`src/frac_defs.vh`:
```
`ifndef FRAC_DEFS_VH
`define FRAC_DEFS_VH

// Command codes written to the flash command register.
`define FRAC_CMD_RESET        8'hFF
`define FRAC_CMD_PROG_SETUP   8'h40
`define FRAC_CMD_ID_A         8'h90
`define FRAC_CMD_ID_B         8'h80
`define FRAC_CMD_READ         8'h00

// Identifier addresses.
`define FRAC_ADDR_MFR_ID      17'h00000
`define FRAC_ADDR_DEV_ID      17'h00001

// Widths.
`define FRAC_AW               17
`define FRAC_DW               8

// Bus timing in cycles of the 10 ns clock: 30 ns setup, 50 ns write strobe,
// 80 ns read strobe and 20 ns recovery.
`define FRAC_SETUP_CYC        4'h3
`define FRAC_PULSE_CYC        4'h5
`define FRAC_READ_CYC         4'h8
`define FRAC_RECOVER_CYC      4'h2
`define FRAC_CNT_LAST         4'h1
`define FRAC_CNT_W            4

// Host operations requested on the user port.
`define FRAC_OP_W             3
`define FRAC_OP_READ          3'h0
`define FRAC_OP_WRITE         3'h1
`define FRAC_OP_RESET         3'h2
`define FRAC_OP_READ_ID       3'h3
`define FRAC_OP_PROGRAM       3'h4

`endif

```
`src/frac_bus_cycle.v`:
```
`timescale 1ns/100ps
`default_nettype none
`include "frac_defs.vh"

module frac_bus_cycle (
   // Clock and reset.
   input  wire                     clk_i,
   input  wire                     rst_n_i,
   // Cycle request.
   input  wire                     start_i,
   input  wire                     write_i,
   input  wire [`FRAC_AW-1:0]      addr_i,
   input  wire [`FRAC_DW-1:0]      data_i,
   output reg                      done_o,
   output reg  [`FRAC_DW-1:0]      rdata_o,
   // Flash pins.
   output reg  [`FRAC_AW-1:0]      addr_o,
   output reg  [`FRAC_DW-1:0]      dq_o,
   output reg                      dq_oe_o,
   input  wire [`FRAC_DW-1:0]      dq_i,
   output reg                      ce_n_o,
   output reg                      oe_n_o,
   output reg                      we_n_o
);

   localparam S_IDLE  = 2'h0;
   localparam S_SETUP = 2'h1;
   localparam S_PULSE = 2'h2;
   localparam S_REC   = 2'h3;

   reg [1:0]             state_reg;
   reg [`FRAC_CNT_W-1:0] cnt_reg;
   reg                   wr_reg;

   ////////////////////////////////////////////////////////////////////////////////
   // Address is set before the strobe falls and data stays through its rise.
   always @(posedge clk_i or negedge rst_n_i) begin
      if (!rst_n_i) begin
         state_reg <= S_IDLE;
         cnt_reg   <= {`FRAC_CNT_W{1'b0}};
         wr_reg    <= 1'b0;
         done_o    <= 1'b0;
         rdata_o   <= {`FRAC_DW{1'b0}};
         addr_o    <= {`FRAC_AW{1'b0}};
         dq_o      <= {`FRAC_DW{1'b0}};
         dq_oe_o   <= 1'b0;
         ce_n_o    <= 1'b1;
         oe_n_o    <= 1'b1;
         we_n_o    <= 1'b1;
      end else begin
         done_o <= 1'b0;
         case (state_reg)
            S_IDLE: begin
               if (start_i) begin
                  wr_reg    <= write_i;
                  addr_o    <= addr_i;
                  dq_o      <= data_i;
                  dq_oe_o   <= write_i;
                  ce_n_o    <= 1'b0;
                  cnt_reg   <= `FRAC_SETUP_CYC;
                  state_reg <= S_SETUP;
               end
            end
            S_SETUP: begin
               if (cnt_reg <= `FRAC_CNT_LAST) begin
                  we_n_o    <= ~wr_reg;
                  oe_n_o    <= wr_reg;
                  cnt_reg   <= wr_reg ? `FRAC_PULSE_CYC : `FRAC_READ_CYC;
                  state_reg <= S_PULSE;
               end else begin
                  cnt_reg <= cnt_reg - 1'b1;
               end
            end
            S_PULSE: begin
               if (cnt_reg <= `FRAC_CNT_LAST) begin
                  if (!wr_reg) begin
                     rdata_o <= dq_i;
                  end
                  we_n_o    <= 1'b1;
                  oe_n_o    <= 1'b1;
                  cnt_reg   <= `FRAC_RECOVER_CYC;
                  state_reg <= S_REC;
               end else begin
                  cnt_reg <= cnt_reg - 1'b1;
               end
            end
            S_REC: begin
               if (cnt_reg <= `FRAC_CNT_LAST) begin
                  ce_n_o    <= 1'b1;
                  dq_oe_o   <= 1'b0;
                  done_o    <= 1'b1;
                  state_reg <= S_IDLE;
               end else begin
                  cnt_reg <= cnt_reg - 1'b1;
               end
            end
            default: begin
               state_reg <= S_IDLE;
            end
         endcase
      end
   end

endmodule // frac_bus_cycle
`default_nettype wire

```
`src/frac_ctrl.v`:
```
// Function
// - After 40h, write reset twice.
// - Otherwise one reset write suffices.
// - Reset operation always issues two reset writes; a plain write of FFh issues one.
// - 80h or 90h enters identifier readout.
// - Identifier readout ends on valid command.
`timescale 1ns/100ps
`default_nettype none
`include "frac_defs.vh"

module frac_ctrl (
   // Clock and reset.
   input  wire                     SYS_CLK_I,
   input  wire                     RST_N_I,
   // User request port.
   input  wire                     REQ_VALID_I,
   input  wire [`FRAC_OP_W-1:0]    REQ_OP_I,
   input  wire [`FRAC_AW-1:0]      REQ_ADDR_I,
   input  wire [`FRAC_DW-1:0]      REQ_DATA_I,
   output reg                      REQ_READY_O,
   // User answer port.
   output reg                      RSP_VALID_O,
   output reg  [`FRAC_DW-1:0]      RSP_DATA_O,
   output reg  [`FRAC_DW-1:0]      RSP_DEV_ID_O,
   output reg                      ID_MODE_O,
   // Flash pins.
   output wire [`FRAC_AW-1:0]      FL_ADDR_O,
   output wire [`FRAC_DW-1:0]      FL_DQ_O,
   output wire                     FL_DQ_OE_O,
   input  wire [`FRAC_DW-1:0]      FL_DQ_I,
   output wire                     FL_CE_N_O,
   output wire                     FL_OE_N_O,
   output wire                     FL_WE_N_O
);

   localparam S_IDLE = 3'h0;
   localparam S_RST1 = 3'h1;
   localparam S_RST2 = 3'h2;
   localparam S_ID0  = 3'h3;
   localparam S_ID1  = 3'h4;
   localparam S_PSET = 3'h5;
   localparam S_PDAT = 3'h6;
   localparam S_ONE  = 3'h7;

   reg [2:0]            state_reg;
   reg                  start_reg;
   reg                  wr_reg;
   reg [`FRAC_AW-1:0]   addr_reg;
   reg [`FRAC_DW-1:0]   data_reg;
   reg [`FRAC_AW-1:0]   req_addr_reg;
   reg [`FRAC_DW-1:0]   req_data_reg;
   reg [`FRAC_OP_W-1:0] op_reg;
   wire                 done;
   wire [`FRAC_DW-1:0]  rdata;

   ////////////////////////////////////////////////////////////////////////////////
   // Pin sequencer for one read or write cycle.
   frac_bus_cycle u_cycle (
      .clk_i   (SYS_CLK_I),
      .rst_n_i (RST_N_I),
      .start_i (start_reg),
      .write_i (wr_reg),
      .addr_i  (addr_reg),
      .data_i  (data_reg),
      .done_o  (done),
      .rdata_o (rdata),
      .addr_o  (FL_ADDR_O),
      .dq_o    (FL_DQ_O),
      .dq_oe_o (FL_DQ_OE_O),
      .dq_i    (FL_DQ_I),
      .ce_n_o  (FL_CE_N_O),
      .oe_n_o  (FL_OE_N_O),
      .we_n_o  (FL_WE_N_O)
   );

   ////////////////////////////////////////////////////////////////////////////////
   // Operation sequencer.
   always @(posedge SYS_CLK_I or negedge RST_N_I) begin
      if (!RST_N_I) begin
         state_reg    <= S_IDLE;
         start_reg    <= 1'b0;
         wr_reg       <= 1'b0;
         addr_reg     <= {`FRAC_AW{1'b0}};
         data_reg     <= {`FRAC_DW{1'b0}};
         req_addr_reg <= {`FRAC_AW{1'b0}};
         req_data_reg <= {`FRAC_DW{1'b0}};
         op_reg       <= `FRAC_OP_READ;
         REQ_READY_O  <= 1'b1;
         RSP_VALID_O  <= 1'b0;
         RSP_DATA_O   <= {`FRAC_DW{1'b0}};
         RSP_DEV_ID_O <= {`FRAC_DW{1'b0}};
         ID_MODE_O    <= 1'b0;
      end else begin
         start_reg   <= 1'b0;
         RSP_VALID_O <= 1'b0;
         case (state_reg)
            S_IDLE: begin
               if (REQ_VALID_I && REQ_READY_O) begin
                  REQ_READY_O  <= 1'b0;
                  op_reg       <= REQ_OP_I;
                  req_addr_reg <= REQ_ADDR_I;
                  req_data_reg <= REQ_DATA_I;
                  start_reg    <= 1'b1;
                  addr_reg     <= REQ_ADDR_I;
                  data_reg     <= REQ_DATA_I;
                  case (REQ_OP_I)
                     `FRAC_OP_RESET: begin
                        wr_reg    <= 1'b1;
                        data_reg  <= `FRAC_CMD_RESET;
                        state_reg <= S_RST1;
                     end
                     `FRAC_OP_READ_ID: begin
                        wr_reg    <= 1'b1;
                        data_reg  <= `FRAC_CMD_ID_A;
                        state_reg <= S_ID0;
                     end
                     `FRAC_OP_PROGRAM: begin
                        wr_reg    <= 1'b1;
                        data_reg  <= `FRAC_CMD_PROG_SETUP;
                        state_reg <= S_PSET;
                     end
                     `FRAC_OP_WRITE: begin
                        wr_reg    <= 1'b1;
                        state_reg <= S_ONE;
                     end
                     default: begin
                        wr_reg    <= 1'b0;
                        state_reg <= S_ONE;
                     end
                  endcase
               end
            end
            S_RST1: begin
               if (done) begin
                  start_reg <= 1'b1;
                  data_reg  <= `FRAC_CMD_RESET;
                  state_reg <= S_RST2;
               end
            end
            S_RST2: begin
               if (done) begin
                  ID_MODE_O   <= 1'b0;
                  RSP_VALID_O <= 1'b1;
                  REQ_READY_O <= 1'b1;
                  state_reg   <= S_IDLE;
               end
            end
            S_ID0: begin
               if (done) begin
                  ID_MODE_O <= 1'b1;
                  start_reg <= 1'b1;
                  wr_reg    <= 1'b0;
                  addr_reg  <= `FRAC_ADDR_MFR_ID;
                  state_reg <= S_ID1;
               end
            end
            S_ID1: begin
               if (done && addr_reg == `FRAC_ADDR_MFR_ID) begin
                  RSP_DATA_O <= rdata;
                  start_reg  <= 1'b1;
                  addr_reg   <= `FRAC_ADDR_DEV_ID;
               end else if (done) begin
                  RSP_DEV_ID_O <= rdata;
                  RSP_VALID_O  <= 1'b1;
                  REQ_READY_O  <= 1'b1;
                  state_reg    <= S_IDLE;
               end
            end
            S_PSET: begin
               if (done) begin
                  start_reg <= 1'b1;
                  addr_reg  <= req_addr_reg;
                  data_reg  <= req_data_reg;
                  state_reg <= S_PDAT;
               end
            end
            S_PDAT: begin
               if (done) begin
                  ID_MODE_O   <= 1'b0;
                  RSP_VALID_O <= 1'b1;
                  REQ_READY_O <= 1'b1;
                  state_reg   <= S_IDLE;
               end
            end
            S_ONE: begin
               if (done) begin
                  if (op_reg == `FRAC_OP_WRITE) begin
                     if (req_data_reg == `FRAC_CMD_ID_A || req_data_reg == `FRAC_CMD_ID_B) begin
                        ID_MODE_O <= 1'b1;
                     end else if (req_data_reg == `FRAC_CMD_RESET || req_data_reg == `FRAC_CMD_READ ||
                                  req_data_reg == `FRAC_CMD_PROG_SETUP) begin
                        ID_MODE_O <= 1'b0;
                     end
                  end else begin
                     RSP_DATA_O <= rdata;
                  end
                  RSP_VALID_O <= 1'b1;
                  REQ_READY_O <= 1'b1;
                  state_reg   <= S_IDLE;
               end
            end
            default: begin
               state_reg <= S_IDLE;
            end
         endcase
      end
   end

endmodule // frac_ctrl
`default_nettype wire

```
`config.mk`:
```
export PLATFORM = sky130hd
export DESIGN_NAME = frac_ctrl
export DESIGN_NICKNAME = d
export VERILOG_FILES = /design/src/frac_bus_cycle.v /design/src/frac_ctrl.v
export VERILOG_INCLUDE_DIRS = /design/src
export SDC_FILE = /design/constraint.sdc
export NUM_CORES = 1
export LEC_CHECK = 0
export BUFFER_PORTS_ARGS = -buffer_cell sky130_fd_sc_hd__buf_2
export CAP_MARGIN = 20
export CORE_ASPECT_RATIO = 0.7
export CORE_MARGIN = 8
export CORE_UTILIZATION = 50
export CTS_CLUSTER_SIZE = 8
export DETAILED_ROUTE_END_ITERATION = 8
export GPL_ROUTABILITY_DRIVEN = 0
export PLACE_DENSITY = 0.71
export SETUP_SLACK_MARGIN = 0.5
export SKIP_LAST_GASP = 1
export SLEW_MARGIN = 10
export SYNTH_ARGS = -nofsm -noshare
export SYNTH_HDL_FRONTEND = slang
export SYNTH_SLANG_ARGS = --single-unit
```
`constraint.sdc`:
```
create_clock -name SYS_CLK_I -period 2.7 [get_ports SYS_CLK_I]
set_input_delay 0.54 -clock SYS_CLK_I [delete_from_list [all_inputs] [get_ports SYS_CLK_I]]
set_output_delay 0.54 -clock SYS_CLK_I [all_outputs]
set_load 0.005 [all_outputs]
```
==> results by group, run 1 <==
Outcome
  • Outcome: completed

Global routing
  • Largest net degree at the start of global routing: 60
  • Vias in the first global route: 4,177
  • Gr usage total: 0.185
  • First-pass GRT wire length: 21,500 microns
  • Grt ovf: 0
  • Initial antenna violation count: 0

Clock network
  • Worst-Skew Late Latency: 0.42 ns
  • Post-CTS Hold Fix Bufs: 0
  • Clk root buf: clkbuf_16
  • Num Clock Sinks: 122
  • Htree depth: 4
  • Num CTS Buffers: 17
  • CTS tree: done
  • Max Root-Sink Buffers: 2
  • Clk slew on worst S/H paths: 0.06 ns

Timing
  • Fin crit period: 2.28 ns
  • Crit share post-route: 0.845
  • Final setup skew: 0.0104 ns
  • RSZ-0062 raised after global routing: true
  • Maximum clock frequency: 0.438 GHz
  • Endpoints failing setup: 0
  • Slew @ Worst Pin: 0.675 ns
  • Setup TNS Final: 0 ns
  • Fin. max-slew vios: 0
  • Final hold violations: 0
  • Worst slew margin: 0.550

Pwr
  • Total power: 0.00841 W
  • Max VDD drop: 612 uV
  • PD cells: 1240 nW/um^2
  • LEAKAGE: 3.44 nW

Drt
  • WL met1: 6170 microns
  • DRC violations left: 0
  • 1st-pass router iterations: 5
  • Uppermost layer routed: met4
  • Number of nets with antenna violations after routing: 0
  • Final WL: 13,400 microns
  • Via count: 4,141
  • DR WL/cell: 17.7 microns
  • Met2 WL post-DR: 6040 microns
  • Via density: 5.45
  • DR WL met3: 1020 microns
  • DRT iter0 DRCs: 252

Worst setup path
  • Cell family with most CP delay: simple AND/OR/NAND/NOR gates
  • Crit path largest cell delay: 0.48 ns
  • Crit Path Category: flip-flop to flip-flop
  • Worst path bufs/invs: 1
  • Crit-path cells: nor4_2, nand3_1, or4_4, a21boi_4, buf_12, mux2_2
  • Critical path endpoint category: flip-flop
  • Slowest-stage cell, CP: or4_4
  • Critical path startpoint category: flip-flop
  • Crit path max fanout: 9
  • Worst EP required: 2.99 ns
  • Crit path arrival time: 2.58 ns

Logic synthesis
  • Main synth FF type: dfrtp_1
  • Post-synth top cells: dfrtp_1 (118), nand2_1 (108), mux2_2 (57), nor2_1 (26)
  • Ys async rst share: 1.00
  • Syn_nets: 547
  • Ys Warns: 0
  • Yosys reg bits: 122
  • Syn_area_per_cell: 11.0 sq um
  • EDFF count, synth: 0
  • Most instantiated library cell after synthesis: dfrtp_1
  • Post-synth top area share: 0.534
  • Syn Std Cell Area: 5530 sq um
  • Cell accounting for the most synthesized area: dfrtp_1
  • Gate count of the mapped netlist: 502
  • Seq/Total Area, Yosys: 0.553
  • Main area contributors after synthesis: dfrtp_1 (53%), mux2_2 (12%), nand2_1 (7.3%), a22o_1 (2.9%), mux2_4 (2.4%)
  • Number of distinct library cells after synthesis: 49

Cells and area
  • Layout cells sized above 1: 0.349
  • Antenna Cells: 0
  • Final Util: 0.625
  • # nets final: 639
  • Fillers: 871
  • Area Growth Syn to Fin: 23.1%

Run
  • Max-cap violation count: 0

Min path
  • Hold Path Class: input pin to asynchronous set/reset pin

Floorplan
  • Die X: 142 microns
  • Die area: 14,700 sq um
  • Rows: 32
  • Starting Density: 0.508
  • Die Y: 104 microns
  • IO Count: 87
  • Core Area: 10,900 sq um

Placement
  • IO buf count: 86
  • HPWL after detailed placement: 9320 microns
[what timing repair did]
item                       in CTS  in global routing
hold endpoints to repair        0                  0
setup buffers                   1                  1
pin swaps                       1                  3
cloned                          0                  1
resized for setup               4                  4
setup endpoints to repair      24                 32
[area by class of cell]
type / count / area (sq um) / area share
Clock buffer: 17 / 425 / 0.0625
Clock inverter: 15 / 166 / 0.0245
Inverter: 12 / 45.0 / 0.00662
Multi-Input combinational cell: 343 / 2330 / 0.342
Sequential cell: 122 / 3060 / 0.450
Tap cell: 153 / 191 / 0.0281
Timing Repair Buffer: 98 / 591 / 0.0868
[power breakdown]
group | leakage [nW] | switching (W) | total [W] | internal, W
combinational | 1.58 | 0.00139 | 0.00287 | 0.00149
clock | 0.286 | 0.000876 | 0.00225 | 0.00137
sequential | 1.57 | 0.000653 | 0.00329 | 0.00264
[metal layers]
metal / up-vias / track usage
met1: 2023 / 0.254
met4: 0 / 0.0710
met2: 140 / 0.263
met3: 15 / 0.0656
met5: - / 0
li1: 1963 / -
[worst paths after layout]
check / start / to / slack, ns / cells after the start
worst max-delay path: addr_reg[14] / addr_reg[4] / 0.42 / 6
worst min-delay path: RST_N_I / req_data_reg[2] / 0.10 / 1
worst max register to register: addr_reg[14] / addr_reg[4] / 0.42 / 6
worst min register to register: req_addr_reg[6] / req_addr_reg[6] / 0.47 / 2
max in group asynchronous: RST_N_I / u_cycle.ce_n_o / 1.87 / 2
min in group SYS_CLK_I: REQ_ADDR_I[6] / req_addr_reg[6] / 0.32 / 3
[stage by stage]
stage / instances / setup WS (ns) / hold slack, ns / area, sq um
4_1_cts: 758 / 0.492 / 0.112 / 6740
5_1_grt: 760 / 0.393 / 0.133 / 6810
2_1_floorplan: 502 / 0.583 / 0.244 / 5530
3_3_place_gp: 725 / 0.454 / 0.457 / 6110
6_report: 760 / 0.418 / 0.100 / 6810
3_5_place_dp: 725 / 0.430 / 0.464 / 6110
[layout by cell type, fill, tap and decap left out, types with 3 or more instances in the layout]
| cell type | count |
|---|---|
| a22o_1 | 18 |
| mux2_4 | 9 |
| mux2_2 | 57 |
| nand3_1 | 7 |
| clkinv_4 | 5 |
| buf_2 | 85 |
| clkbuf_16 | 18 |
| a211oi_1 | 7 |
| o21a_1 | 4 |
| nand2_1 | 108 |
| nor4_2 | 3 |
| ha_1 | 6 |
| nand2b_1 | 3 |
| o22a_1 | 3 |
| o22ai_1 | 10 |
| inv_6 | 3 |
| dfrtp_1 | 117 |
| inv_1 | 12 |
| o21ai_0 | 21 |
| buf_4 | 8 |
| a21oi_1 | 19 |
| nor2_1 | 25 |
| dfstp_2 | 4 |
| buf_12 | 4 |
[cell families (layout without fill, tap and decap cells)]
kind of cell    count (synthesis)  count (layout)  share of synthesized area
compound gates                 97              97                      0.121
mux                            68              68                      0.144
xor+xnor                        2               2                    0.00317
simple gates                  170             170                      0.133
flops                         122             122                      0.553
fa+ha+maj                       6               6                     0.0136
buf+inv                        37             142                     0.0317
Power figures use the tool's default switching activity.
==> inputs of run 2 (changes only) <==
--- a/config.mk
+++ b/config.mk
@@ -14,7 +14,7 @@
 export CTS_CLUSTER_SIZE = 8
 export DETAILED_ROUTE_END_ITERATION = 8
 export GPL_ROUTABILITY_DRIVEN = 0
-export PLACE_DENSITY = 0.71
+export PLACE_DENSITY = 0.74
 export SETUP_SLACK_MARGIN = 0.5
 export SKIP_LAST_GASP = 1
 export SLEW_MARGIN = 10
==> constraint.sdc (replaced) <==
create_clock -name SYS_CLK_I -period 2 [get_ports SYS_CLK_I]
set_input_delay 0.4 -clock SYS_CLK_I [delete_from_list [all_inputs] [get_ports SYS_CLK_I]]
set_output_delay 0.4 -clock SYS_CLK_I [all_outputs]
set_load 0.005 [all_outputs]
==> results by group, run 2 (synthesized netlist as in run 1, its figures left out) <==
Floorplan
  • Die area: 14,700 sq um
  • Starting Density: 0.508
  • Core Area: 10,900 sq um
  • Die Y: 104 microns
  • IO Count: 87
  • Die X: 142 microns
  • Rows: 32

Clock network
  • Clk root buf: clkbuf_16
  • Worst-Skew Late Latency: 0.43 ns
  • Num CTS Buffers: 17
  • Num Clock Sinks: 122
  • CTS tree: done
  • Clk slew on worst S/H paths: 0.06 ns
  • Htree depth: 4
  • Max Root-Sink Buffers: 2

Worst setup path
  • Slowest-stage cell, CP: or4_4
  • Crit path max fanout: 17
  • Worst EP required: 2.31 ns
  • Critical path startpoint category: flip-flop
  • Critical path endpoint category: flip-flop
  • Crit-path cells: nor4_2, nand2_1, or4_4, a21boi_4, buf_12, mux2_2
  • Cell family with most CP delay: simple AND/OR/NAND/NOR gates
  • Crit path largest cell delay: 0.55 ns
  • Crit Path Category: flip-flop to flip-flop
  • Crit path arrival time: 2.60 ns
  • Worst path bufs/invs: 1

Cells and area
  • Commonest non-fill, non-tap cell in the layout: dfrtp_1
  • Area Growth Syn to Fin: 51.7%
  • Layout cells sized above 1: 0.580
  • Fillers: 631
  • Final Cell Area: 8390 sq um
  • Layout Cells excl Fill: 841
  • # nets final: 721
  • Most frequent cells in the layout: dfrtp_1 (112), buf_2 (84), nand2_1 (57)
  • Final Util: 0.771
  • Antenna Cells: 0

Global routing
  • Gr usage total: 0.224
  • Largest net degree at the start of global routing: 56
  • Initial antenna violation count: 0
  • First-pass GRT wire length: 26,000 microns
  • Vias in the first global route: 4,955
  • Grt ovf: 0

Timing
  • Crit share post-route: 1.14
  • Final hold violations: 0
  • Worst slew margin: 0.312
  • RSZ-0062 raised after global routing: true
  • Post-route worst setup slack: -0.289 ns
  • Slew @ Worst Pin: 1.03 ns
  • Final setup skew: 0.0115 ns
  • Endpoints failing setup: 31
  • Fin crit period: 2.29 ns
  • Maximum clock frequency: 0.437 GHz
  • Fin. max-slew vios: 0

Drt
  • DRT iter0 DRCs: 461
  • DRC violations left: 0
  • Number of nets with antenna violations after routing: 0
  • Final WL: 18,800 microns
  • 1st-pass router iterations: 5
  • Via density: 5.93
  • Via count: 4,987
  • DR WL/cell: 22.3 microns

Run
  • Max-cap violation count: 0

Placement
  • DP Cell Count: 746
  • IO buf count: 86
  • Dpl cell area: 6440 sq um
  • HPWL after detailed placement: 9380 microns

Pwr
  • LEAKAGE: 4.10 nW
  • Max VDD drop: 952 uV
  • PD cells: 1760 nW/um^2
  • Total power: 0.0148 W

Outcome
  • Violated checks: setup timing
  • Outcome: finished with violations

Min path
  • Hold Path Class: input pin to flip-flop
[run 2: cell types whose count changed in the layout (fill, tap and decap cells not counted), sizes merged]
| cell | change |
|---|---|
| buf | +79 |
| inv | -5 |
| clkbuf | +4 |
| clkinv | -3 |
| bufinv | +2 |
| clkinvlp | +2 |
| dlygate4sd3 | +1 |
| nand2 | +1 |
[run 2: area by class of cell]
class	instances	area, sq um	area share
Multi-Input combinational cell	344	3030	0.361
Clock buffer	20	457	0.0544
Sequential cell	122	3070	0.365
Tap cell	153	191	0.0228
Clock inverter	11	170	0.0203
Inverter	12	53.8	0.00641
Timing Repair Buffer	179	1430	0.170
[run 2: repair_timing]
item                                   4_1_cts  5_1_grt
hold buffers                                 1        0
cloned                                       4        3
resized for setup                          102      107
pin swaps                                   24       31
endpoints found under the hold margin       19        0
setup endpoints to repair                  120       94
buffers inserted                            35       21
[run 2: tightest hold or removal path: cells and delay by family]
family | cells | cell delay (ns)
and+or+nand+nor | 2 | 0.09
buffers and inverters | 1 | 0.09
[run 2: report_power, final]
| group | internal [W] | total [W] | switching [W] |
|---|---|---|---|
| Sequential | 0.00357 | 0.00461 | 0.00104 |
| Clock | 0.00214 | 0.00330 | 0.00116 |
| Combinational | 0.00377 | 0.00690 | 0.00312 |
| Total | 0.00948 | 0.0148 | 0.00533 |
[run 2: path summary, 6_finish.rpt]
path,start,endpoint,slack (ns),cells past startpoint
setup / recovery,addr_reg[4],addr_reg[4],-0.29,6
hold / removal,REQ_ADDR_I[7],req_addr_reg[7],0.19,3
setup reg to reg,addr_reg[4],addr_reg[4],-0.29,6
hold reg to reg,req_addr_reg[14],req_addr_reg[14],0.48,2
max in group asynchronous,RST_N_I,state_reg[2],0.98,3
min in group asynchronous,RST_N_I,req_data_reg[1],0.41,2
[run 2: layer usage]
layer / GRT usage / vias to the layer above / routed length, microns
met5: 0 / - / 0
met4: 0.0947 / 0 / 853
met3: 0.0692 / 87 / 1530
met2: 0.356 / 310 / 8970
met1: 0.278 / 2464 / 7410
li1: - / 2126 / -
[run 2: through the flow]
step                      hold slack, ns  setup TNS [ns]  worst slack, ns
after floorplan                    0.104          -0.891          -0.0990
after global placement             0.316           -1.67          -0.0985
after detailed placement           0.322           -2.08           -0.134
after CTS                          0.192           -2.06           -0.133
after global routing               0.205           -6.16           -0.307
final                              0.193           -5.53           -0.289
